**config.mk**
```make
export PLATFORM = sky130hd
export DESIGN_NAME = sps_port
export DESIGN_NICKNAME = d
export VERILOG_FILES = /design/src/logic/sps_pkg.sv /design/src/logic/sps_clk_div.sv /design/src/logic/sps_port.sv
export SDC_FILE = /design/constraint.sdc
export NUM_CORES = 1
export LEC_CHECK = 0
export BUFFER_PORTS_ARGS = -buffer_cell sky130_fd_sc_hd__buf_2
export CAP_MARGIN = 25
export CORE_MARGIN = 4
export CORE_UTILIZATION = 59
export DETAILED_ROUTE_END_ITERATION = 12
export PLACE_DENSITY = 0.79
export SLEW_MARGIN = 20
export SYNTH_ARGS = -nofsm -noshare
export SYNTH_HDL_FRONTEND = slang
export SYNTH_SLANG_ARGS = --single-unit
```
**constraint.sdc**
```tcl
create_clock -name clk_i -period 2.4 [get_ports clk_i]
set_input_delay 0 -clock clk_i [delete_from_list [all_inputs] [get_ports clk_i]]
set_output_delay 0 -clock clk_i [all_outputs]
set_load 0.05 [all_outputs]
```
**src/logic/sps_pkg.sv**
```systemverilog
package sps_pkg;

  // ----------------------------------------------------------------------
  // register map
  // ----------------------------------------------------------------------
  localparam logic [1:0] SPS_CTRL_ADDR = 2'h0;  // serial_ctrl_reg
  localparam logic [1:0] SPS_STAT_ADDR = 2'h1;  // serial_status_reg
  localparam logic [1:0] SPS_DATA_ADDR = 2'h2;  // shift_data_port

  // control field positions
  localparam int SPS_CTRL_LSB_FIRST = 7;
  localparam int SPS_CTRL_MASTER    = 6;
  localparam int SPS_CTRL_PHASE     = 5;
  localparam int SPS_CTRL_POLARITY  = 4;
  localparam int SPS_CTRL_SEL_DIS   = 3;

  // status field positions
  localparam int SPS_STAT_ENABLE = 7;
  localparam int SPS_STAT_DONE   = 6;
  localparam int SPS_STAT_FAULT  = 5;
  localparam int SPS_STAT_COLL   = 4;
  localparam int SPS_STAT_OVRN   = 3;

  // reset values
  localparam logic [7:0] SPS_CTRL_RESET = 8'h00;
  localparam logic [7:0] SPS_STAT_RESET = 8'h00;
  localparam logic [7:0] SPS_DATA_RESET = 8'h00;
  localparam logic [7:0] SPS_LATE_BYTE  = 8'h00;

  // timing counts
  localparam int         SPS_BITS_PER_BYTE = 8;
  localparam logic [6:0] SPS_MAX_HALF      = 7'h3f;  // half period minus one at divide by 128

  // control register as a struct
  typedef struct packed {
    logic       lsb_first;
    logic       master_select;
    logic       clock_phase;
    logic       clock_polarity;
    logic       select_pin_disable;
    logic [2:0] rate_select;
  } sps_ctrl_type;

  // serial pins seen by the block
  typedef struct packed {
    logic sck;
    logic mosi;
    logic miso;
    logic sel_n;
  } sps_pins_type;

endpackage : sps_pkg

```
**src/logic/sps_clk_div.sv**
```systemverilog
`timescale 1ns/1ps
// ------------------------------------------------------------------------
// master serial clock half-period ticker
// ------------------------------------------------------------------------
module sps_clk_div
  import sps_pkg::*;
(
  input  wire logic       clk_i,
  input  wire logic       sys_rst_i,
  input  wire logic       run_i,
  input  wire logic [2:0] rate_i,
  output logic            tick_o
);

  logic [6:0] cnt_q;
  logic [6:0] half_w;

  // half period minus one, in system clocks, for the selected division
  function automatic logic [6:0] sps_half(input logic [2:0] r);
    case (r)
      3'h0:    sps_half = 7'h01;  // /4
      3'h1:    sps_half = 7'h03;  // /8
      3'h2:    sps_half = 7'h07;  // /16
      3'h3:    sps_half = 7'h0f;  // /32
      3'h4:    sps_half = 7'h1f;  // /64
      default: sps_half = SPS_MAX_HALF;  // /128
    endcase
  endfunction : sps_half

  assign half_w = sps_half(rate_i);

  // counter restarts whenever the master is idle
  always_ff @(posedge clk_i) begin
    if (sys_rst_i || !run_i) begin
      cnt_q  <= 7'h00;
      tick_o <= 1'b0;
    end else if (cnt_q >= half_w) begin
      cnt_q  <= 7'h00;
      tick_o <= 1'b1;
    end else begin
      cnt_q  <= cnt_q + 7'h01;
      tick_o <= 1'b0;
    end
  end

endmodule : sps_clk_div

```
**src/logic/sps_port.sv**
```systemverilog
// Implementation choices: the address-and-strobe port and the placing of the registers.
`timescale 1ns/1ps
module sps_port
  import sps_pkg::*;
(
  input  wire logic       clk_i,
  input  wire logic       sys_rst_i,
  input  wire logic [1:0] addr_i,
  input  wire logic [7:0] wdata_i,
  input  wire logic       wr_i,
  input  wire logic       rd_i,
  output logic      [7:0] rdata_o,
  input  wire logic       sck_i,
  output logic            sck_o,
  output logic            sck_oe_o,
  input  wire logic       mosi_i,
  output logic            mosi_o,
  output logic            mosi_oe_o,
  input  wire logic       miso_i,
  output logic            miso_o,
  output logic            miso_oe_o,
  input  wire logic       sel_n_i,
  output logic            irq_o
);

  // ----------------------------------------------------------------------
  // state
  // ----------------------------------------------------------------------
  typedef enum logic [1:0] {SPS_IDLE, SPS_MRUN, SPS_SRUN} sps_state_type;

  sps_state_type state_q;
  sps_ctrl_type  ctrl_q;
  logic          enable_q, done_q, fault_q, coll_q, ovrn_q;
  logic [7:0]    tx_q, rx_q, rxbuf_q;
  logic          tx_full_q;                  // transmit register holds data
  logic [3:0]    edge_cnt_q;                 // serial clock edges in byte
  logic          sck_int_q, sck_prev_q, sel_prev_q;
  logic          tick_w;
  logic          sck_in_w, selected_w, lead_w, trail_w, sel_fall_w, sample_w, shift_w;
  logic          end_w, wr_data_w, out_bit_w;
  sps_pins_type  pins_w;

  assign pins_w = '{sck: sck_i, mosi: mosi_i, miso: miso_i, sel_n: sel_n_i};

  // ----------------------------------------------------------------------
  // master clock divider
  // ----------------------------------------------------------------------
  sps_clk_div u_div (
    .clk_i     (clk_i),
    .sys_rst_i (sys_rst_i),
    .run_i     (state_q == SPS_MRUN),
    .rate_i    (ctrl_q.rate_select),
    .tick_o    (tick_w)
  );

  // ----------------------------------------------------------------------
  // slave edge and select decode
  // ----------------------------------------------------------------------
  // selection: forced on when phase 1 and select disabled
  assign selected_w = !pins_w.sel_n
                    || (ctrl_q.clock_phase && ctrl_q.select_pin_disable);
  assign sck_in_w   = pins_w.sck ^ ctrl_q.clock_polarity;
  assign lead_w     = sck_in_w && !sck_prev_q;
  assign trail_w    = !sck_in_w && sck_prev_q;
  assign sel_fall_w = sel_prev_q && pins_w.sel_n == 1'b0;

  // sampling edge: leading for phase 0, trailing for phase 1
  always_comb begin
    sample_w = 1'b0;
    shift_w  = 1'b0;
    if (state_q == SPS_MRUN) begin
      sample_w = tick_w && (sck_int_q == ctrl_q.clock_phase);
      shift_w  = tick_w && (sck_int_q != ctrl_q.clock_phase);
    end else if (state_q == SPS_SRUN && selected_w) begin
      sample_w = ctrl_q.clock_phase ? trail_w : lead_w;
      shift_w  = ctrl_q.clock_phase ? lead_w : trail_w;
    end
  end

  assign end_w     = sample_w && edge_cnt_q == 4'(SPS_BITS_PER_BYTE * 2 - 1)
                   || shift_w && edge_cnt_q == 4'(SPS_BITS_PER_BYTE * 2 - 1);
  assign wr_data_w = wr_i && addr_i == SPS_DATA_ADDR;
  assign out_bit_w = ctrl_q.lsb_first ? tx_q[0] : tx_q[7];

  // ----------------------------------------------------------------------
  // edge history
  // ----------------------------------------------------------------------
  always_ff @(posedge clk_i) begin
    if (sys_rst_i) begin
      sck_prev_q <= 1'b0;
      sel_prev_q <= 1'b1;
    end else begin
      sck_prev_q <= sck_in_w;
      sel_prev_q <= pins_w.sel_n;
    end
  end

  // ----------------------------------------------------------------------
  // transfer sequencer
  // ----------------------------------------------------------------------
  always_ff @(posedge clk_i) begin
    if (sys_rst_i) begin
      state_q    <= SPS_IDLE;
      edge_cnt_q <= 4'h0;
      sck_int_q  <= 1'b0;
    end else if (!enable_q) begin
      state_q    <= SPS_IDLE;
      edge_cnt_q <= 4'h0;
      sck_int_q  <= 1'b0;
    end else begin
      case (state_q)
        SPS_IDLE: begin
          edge_cnt_q <= 4'h0;
          sck_int_q  <= 1'b0;
          if (ctrl_q.master_select && wr_data_w && !tx_full_q) begin
            state_q <= SPS_MRUN;
          end else if (!ctrl_q.master_select && selected_w
                       && (ctrl_q.clock_phase || sel_fall_w)) begin
            state_q <= SPS_SRUN;
          end
        end
        SPS_MRUN: begin
          if (!ctrl_q.master_select) begin
            state_q <= SPS_IDLE;
          end else if (tick_w) begin
            sck_int_q  <= !sck_int_q;
            edge_cnt_q <= edge_cnt_q + 4'h1;
            if (end_w) begin
              state_q <= SPS_IDLE;
            end
          end
        end
        SPS_SRUN: begin
          if (ctrl_q.master_select
              || (!ctrl_q.clock_phase && pins_w.sel_n)) begin
            state_q <= SPS_IDLE;
          end else if (sample_w || shift_w) begin
            edge_cnt_q <= edge_cnt_q + 4'h1;
            if (end_w) begin
              state_q <= ctrl_q.clock_phase ? SPS_SRUN : SPS_IDLE;
              edge_cnt_q <= 4'h0;
            end
          end
        end
        default: state_q <= SPS_IDLE;
      endcase
    end
  end

  // ----------------------------------------------------------------------
  // shift registers
  // ----------------------------------------------------------------------
  always_ff @(posedge clk_i) begin
    if (sys_rst_i) begin
      tx_q      <= SPS_DATA_RESET;
      tx_full_q <= 1'b0;
      rx_q      <= SPS_DATA_RESET;
    end else begin
      if (wr_data_w && !tx_full_q) begin
        tx_q      <= wdata_i;
        tx_full_q <= 1'b1;
      end else if (shift_w && edge_cnt_q != 4'h0) begin
        tx_q <= ctrl_q.lsb_first ? {1'b0, tx_q[7:1]} : {tx_q[6:0], 1'b0};
      end
      if (sample_w) begin
        rx_q <= ctrl_q.lsb_first
              ? {(ctrl_q.master_select ? pins_w.miso : pins_w.mosi), rx_q[7:1]}
              : {rx_q[6:0], (ctrl_q.master_select ? pins_w.miso : pins_w.mosi)};
      end
      if (end_w) begin
        tx_full_q <= 1'b0;
        tx_q      <= SPS_LATE_BYTE;
      end
      if (!enable_q) begin
        tx_full_q <= 1'b0;
      end
    end
  end

  // ----------------------------------------------------------------------
  // control and status registers
  // ----------------------------------------------------------------------
  always_ff @(posedge clk_i) begin
    if (sys_rst_i) begin
      ctrl_q   <= SPS_CTRL_RESET;
      enable_q <= 1'b0;
      done_q   <= 1'b0;
      fault_q  <= 1'b0;
      coll_q   <= 1'b0;
      ovrn_q   <= 1'b0;
      rxbuf_q  <= SPS_DATA_RESET;
    end else begin
      if (wr_i && addr_i == SPS_CTRL_ADDR) begin
        ctrl_q <= wdata_i;
      end
      if (wr_i && addr_i == SPS_STAT_ADDR) begin
        enable_q <= wdata_i[SPS_STAT_ENABLE];
        done_q   <= done_q && wdata_i[SPS_STAT_DONE];
        fault_q  <= fault_q && wdata_i[SPS_STAT_FAULT];
        coll_q   <= coll_q && wdata_i[SPS_STAT_COLL];
        ovrn_q   <= ovrn_q && wdata_i[SPS_STAT_OVRN];
      end
      // hardware sets below win over software clears
      if (wr_data_w && tx_full_q) begin
        coll_q <= 1'b1;
      end
      if (end_w) begin
        if (done_q) begin
          ovrn_q <= 1'b1;
        end else begin
          done_q  <= 1'b1;
          rxbuf_q <= sample_w
                   ? (ctrl_q.lsb_first ? {(ctrl_q.master_select ? pins_w.miso : pins_w.mosi),
                                          rx_q[7:1]}
                                       : {rx_q[6:0], (ctrl_q.master_select ? pins_w.miso
                                                                           : pins_w.mosi)})
                   : rx_q;
        end
      end
      if (enable_q && ctrl_q.master_select && !ctrl_q.select_pin_disable
          && !pins_w.sel_n) begin
        fault_q              <= 1'b1;
        enable_q             <= 1'b0;
        ctrl_q.master_select <= 1'b0;
      end
    end
  end

  // ----------------------------------------------------------------------
  // read port
  // ----------------------------------------------------------------------
  always_ff @(posedge clk_i) begin
    if (sys_rst_i) begin
      rdata_o <= 8'h00;
    end else if (rd_i) begin
      case (addr_i)
        SPS_CTRL_ADDR: rdata_o <= ctrl_q;
        SPS_STAT_ADDR: rdata_o <= {enable_q, done_q, fault_q, coll_q, ovrn_q, 3'h0};
        SPS_DATA_ADDR: rdata_o <= rxbuf_q;
        default:       rdata_o <= 8'h00;
      endcase
    end else begin
      rdata_o <= 8'h00;
    end
  end

  // ----------------------------------------------------------------------
  // pin drivers
  // ----------------------------------------------------------------------
  always_ff @(posedge clk_i) begin
    if (sys_rst_i) begin
      sck_o     <= 1'b0;
      sck_oe_o  <= 1'b0;
      mosi_o    <= 1'b0;
      mosi_oe_o <= 1'b0;
      miso_o    <= 1'b0;
      miso_oe_o <= 1'b0;
      irq_o     <= 1'b0;
    end else begin
      sck_oe_o  <= enable_q && ctrl_q.master_select;
      sck_o     <= (state_q == SPS_MRUN ? sck_int_q : 1'b0) ^ ctrl_q.clock_polarity;
      mosi_oe_o <= enable_q && ctrl_q.master_select;
      mosi_o    <= out_bit_w;
      miso_oe_o <= enable_q && !ctrl_q.master_select && selected_w;
      miso_o    <= out_bit_w;
      irq_o     <= done_q || (fault_q && !ctrl_q.select_pin_disable);
    end
  end
endmodule : sps_port

```
==> run metrics <==
status complete, no violations; Crit Path Category reg2reg; crit path max-delay cell type dfxtp_1; detailed-route vias per instance 5.994; average wire length per cell after detail routing between 15 and 20 um; largest cells by area after synthesis dfxtp_1 (40%), mux2i_1 (11%), nor2_1 (5.0%); routed wire length on met3 between 500 and 600 um; placer congestion estimate 0.9255; top-area cell type share of the netlist area 0.3952; via count of the first global-routing pass 2872; wl on met1 approximately 3.6 mm; Fmax achieved ~460 MHz; num rows 27; count of synthesis-stage warnings from yosys 0; Required @ worst endpoint between 2 and 3 ns; critical path's top delay family compound AO/OA/AOI/OAI gates; leading register cell type out of synthesis dfxtp_1; TritonCTS clock tree done; Clock Latency Late Sink 0.34 ns; TritonCTS sink count 68; total nets after synthesis a little over 400; clock slew at reported path FFs about 0.07 ns; post-synthesis sequential element count between 60 and 70; total CTS buffers 9; crit share post-route 0.9089; routed wl met2 about 3.8 mm; setup clock skew after layout 0.007477 ns; diode insertion count for antenna repair 0; share of cells above drive strength 1 0.1644; relative slew slack 0.6208; worst min-delay path startpoint wdata_i[6]; sequential cell area fraction in the yosys report 0.3952; Port Buffer Count 32; crit path max fanout 13; post-synthesis cell type count 60; Largest stage delay, worst path roughly 0.39 ns; Post-CTS Setup Repair Bufs 0; area leader, netlist dfxtp_1; post-synthesis cell area around 3400 sq um; commonest cells in the netlist dfxtp_1 (68), nor2_1 (46), mux2i_1 (39); Pwr Density about 600 nW/um^2; area post-placement ~3700 sq um; Max Transition Viols Final 0; Startpoint Class register; post-route cell area about 4000 sq um; number of antenna violations at the first check in global routing 0; Critical Path Sink rxbuf_q[6]$_SDFFE_PP0P_; number of cells on the worst reg-to-reg path 7; antenna viol nets, final 0; R2R Path End rxbuf_q[6]$_SDFFE_PP0P_; crit path cell chain inv_1 > ha_1 > and2b_2 > a41o_1 > o22a_2 > or2_1 > a41o_1; maximum resistive drop on vdd around 0.48 mV; Post-CTS Hold Buffers 10; Max Used Layer met4; register-to-register path setup slack between 0.2 and 0.25 ns; global-route wire length before repair approximately 14 mm; slew of the pin with the lowest slew margin ~0.56 ns; leakage power summed over all cells about 1.6 nW; fin nets between 400 and 500; buffers from clock root to sink, at most 2; remaining global-route overflow 0; Crit. End Element register; die width 84.41 um; final count of hold timing violations 0; proportion of register bits with asynchronous set or reset after synthesis 0; startpoint of the worst-slack reg-to-reg timing path state_q[0]$_SDFFE_PP0P_; syn_area_per_cell ~9 sq um; Final TNS setup 0 ns; number of flops mapped to enable cells by yosys 0; Detailed Route Iter0 Violations ~300; DP Wirelength approximately 5.7 mm; number of stages on the worst setup path 7; number of buffer and inverter instances along the worst setup path 1; unrepaired setup endpoints after global routing no; synth-to-layout area growth 15.26%; most repeated library cell on the critical path a41o_1; clock period minus final worst setup slack approximately 2.2 ns; # Max-Cap Violations 0; Worst EP arrival 2.42 ns; global routing usage summed across all routing layers 0.2398; Core Region 5574 sq um; Top-Level Pins 33; post-CTS sizing 0; most frequent cell after synthesis dfxtp_1; launching instance or port of the critical path state_q[0]$_SDFFE_PP0P_; DR vias between 3000 and 4000; total wire length just over 8 mm; Clock H-tree levels 3; height of the die 84.41 um; starting utilization of the core area 0.6180; remaining design rule violation count 0; die footprint between 7000 and 8000 sq um; First-pass DRT Iterations 5; root cell of the clock tree clkbuf_8; Mapped Cells between 300 and 400; final number of setup-violating endpoints 0; largest net degree at the start of global routing 23; class of the tightest hold or removal check in2reg
[how the worst min path moves through the flow]
stage	to	slack (ns)	depth (start not counted)
5_1_grt	ctrl_q[6]$_SDFFE_PP0P_	0.04	3
3_3_place_gp	ctrl_q[2]$_SDFFE_PP0P_	0.26	3
4_1_cts	ctrl_q[6]$_SDFFE_PP0P_	0.01	3
3_5_place_dp	ctrl_q[2]$_SDFFE_PP0P_	0.28	3
2_1_floorplan	sel_prev_q$_SDFF_PP1_	0.11	1
6_report	ctrl_q[6]$_SDFFE_PP0P_	0.02	3
[kinds of logic (layout without fill, tap and decap cells)]
logic type               count (synthesis)  in the layout  share of synthesized area
adder cells (fa/ha/maj)                 12             12                    0.04359
buffers and inverters                   34             83                    0.05339
XOR/XNOR                                 9              9                    0.02724
flip-flops                              68             68                     0.3952
multiplexers                            41             41                     0.1199
AO/OA/AOI/OAI                           85             85                     0.1711
AND/OR/NAND/NOR                        134            134                     0.1896
[layout by cell type (no fill, tap or decap), types with 3 or more instances in the layout]
cell type,Yosys,routed
o31ai_1,3,3
nand3_1,8,8
nand2_1,29,29
dlygate4sd3_1,0,10
o221ai_1,4,4
nor2b_1,6,6
a21oi_1,26,26
buf_4,4,11
mux2i_1,39,39
ha_1,12,12
o211ai_1,4,4
dfxtp_1,68,68
o211a_1,4,4
nor2_1,46,46
and3_1,5,5
inv_1,14,14
buf_2,1,32
nor3b_1,4,4
nor3_1,19,19
xor2_1,3,3
xnor2_1,5,5
clkbuf_8,1,10
o21ai_0,15,15
a211oi_1,4,4
[cell type report]
type	count	area (sq um)
multi-input combinational	281	1906
sequential	68	1361
inverter	14	52.55
clock inverter	4	72.57
clock buffer	12	145.1
tap	72	90.09
timing repair buffer	53	342.8
fill	444	1604
[flip-flops by register name, indices dropped and copies added, names as in the netlist, 2 cells and up]
signal and flops:
ctrl_q 8, edge_cnt_q 4, rdata_o 8, rx_q 8, rxbuf_q 8, state_q 2, tx_q 8, u_div.cnt_q 7
[per-stage QoR]
stage	utilization	setup WS [ns]	instances	hold WS [ns]	total power [W]
final	0.7122	0.2186	504	0.01820	0.002380
after detailed placement	0.6552	0.2559	478	0.2764	0.001355
after CTS	0.7122	0.2447	504	0.01240	0.002384
after global placement	0.6552	0.3183	478	0.2619	0.001350
after global routing	0.7122	0.08161	504	0.04123	0.002468
after floorplan	-	0.3983	383	0.1066	0.001303
[report_power, final]
part | internal [W] | switching (W) | leakage, nW
combinational | 0.0000791 | 0.000103 | 0.992
clock | 0.000613 | 0.000421 | 0.107
sequential | 0.00114 | 0.0000207 | 0.549
[tightest hold or removal path, cell delays in order]
cell     delay (ns)
buf_2          0.12
mux2i_1        0.13
nor3_1         0.06
[metal layers]
metal / track usage / vias to the layer above
met3: 0.04318 / 29
li1: - / 1453
met2: 0.3773 / 120
met5: 0 / -
met4: 0.1094 / 0
met1: 0.3212 / 1419
Note: power is estimated with default switching activity, not from simulation.
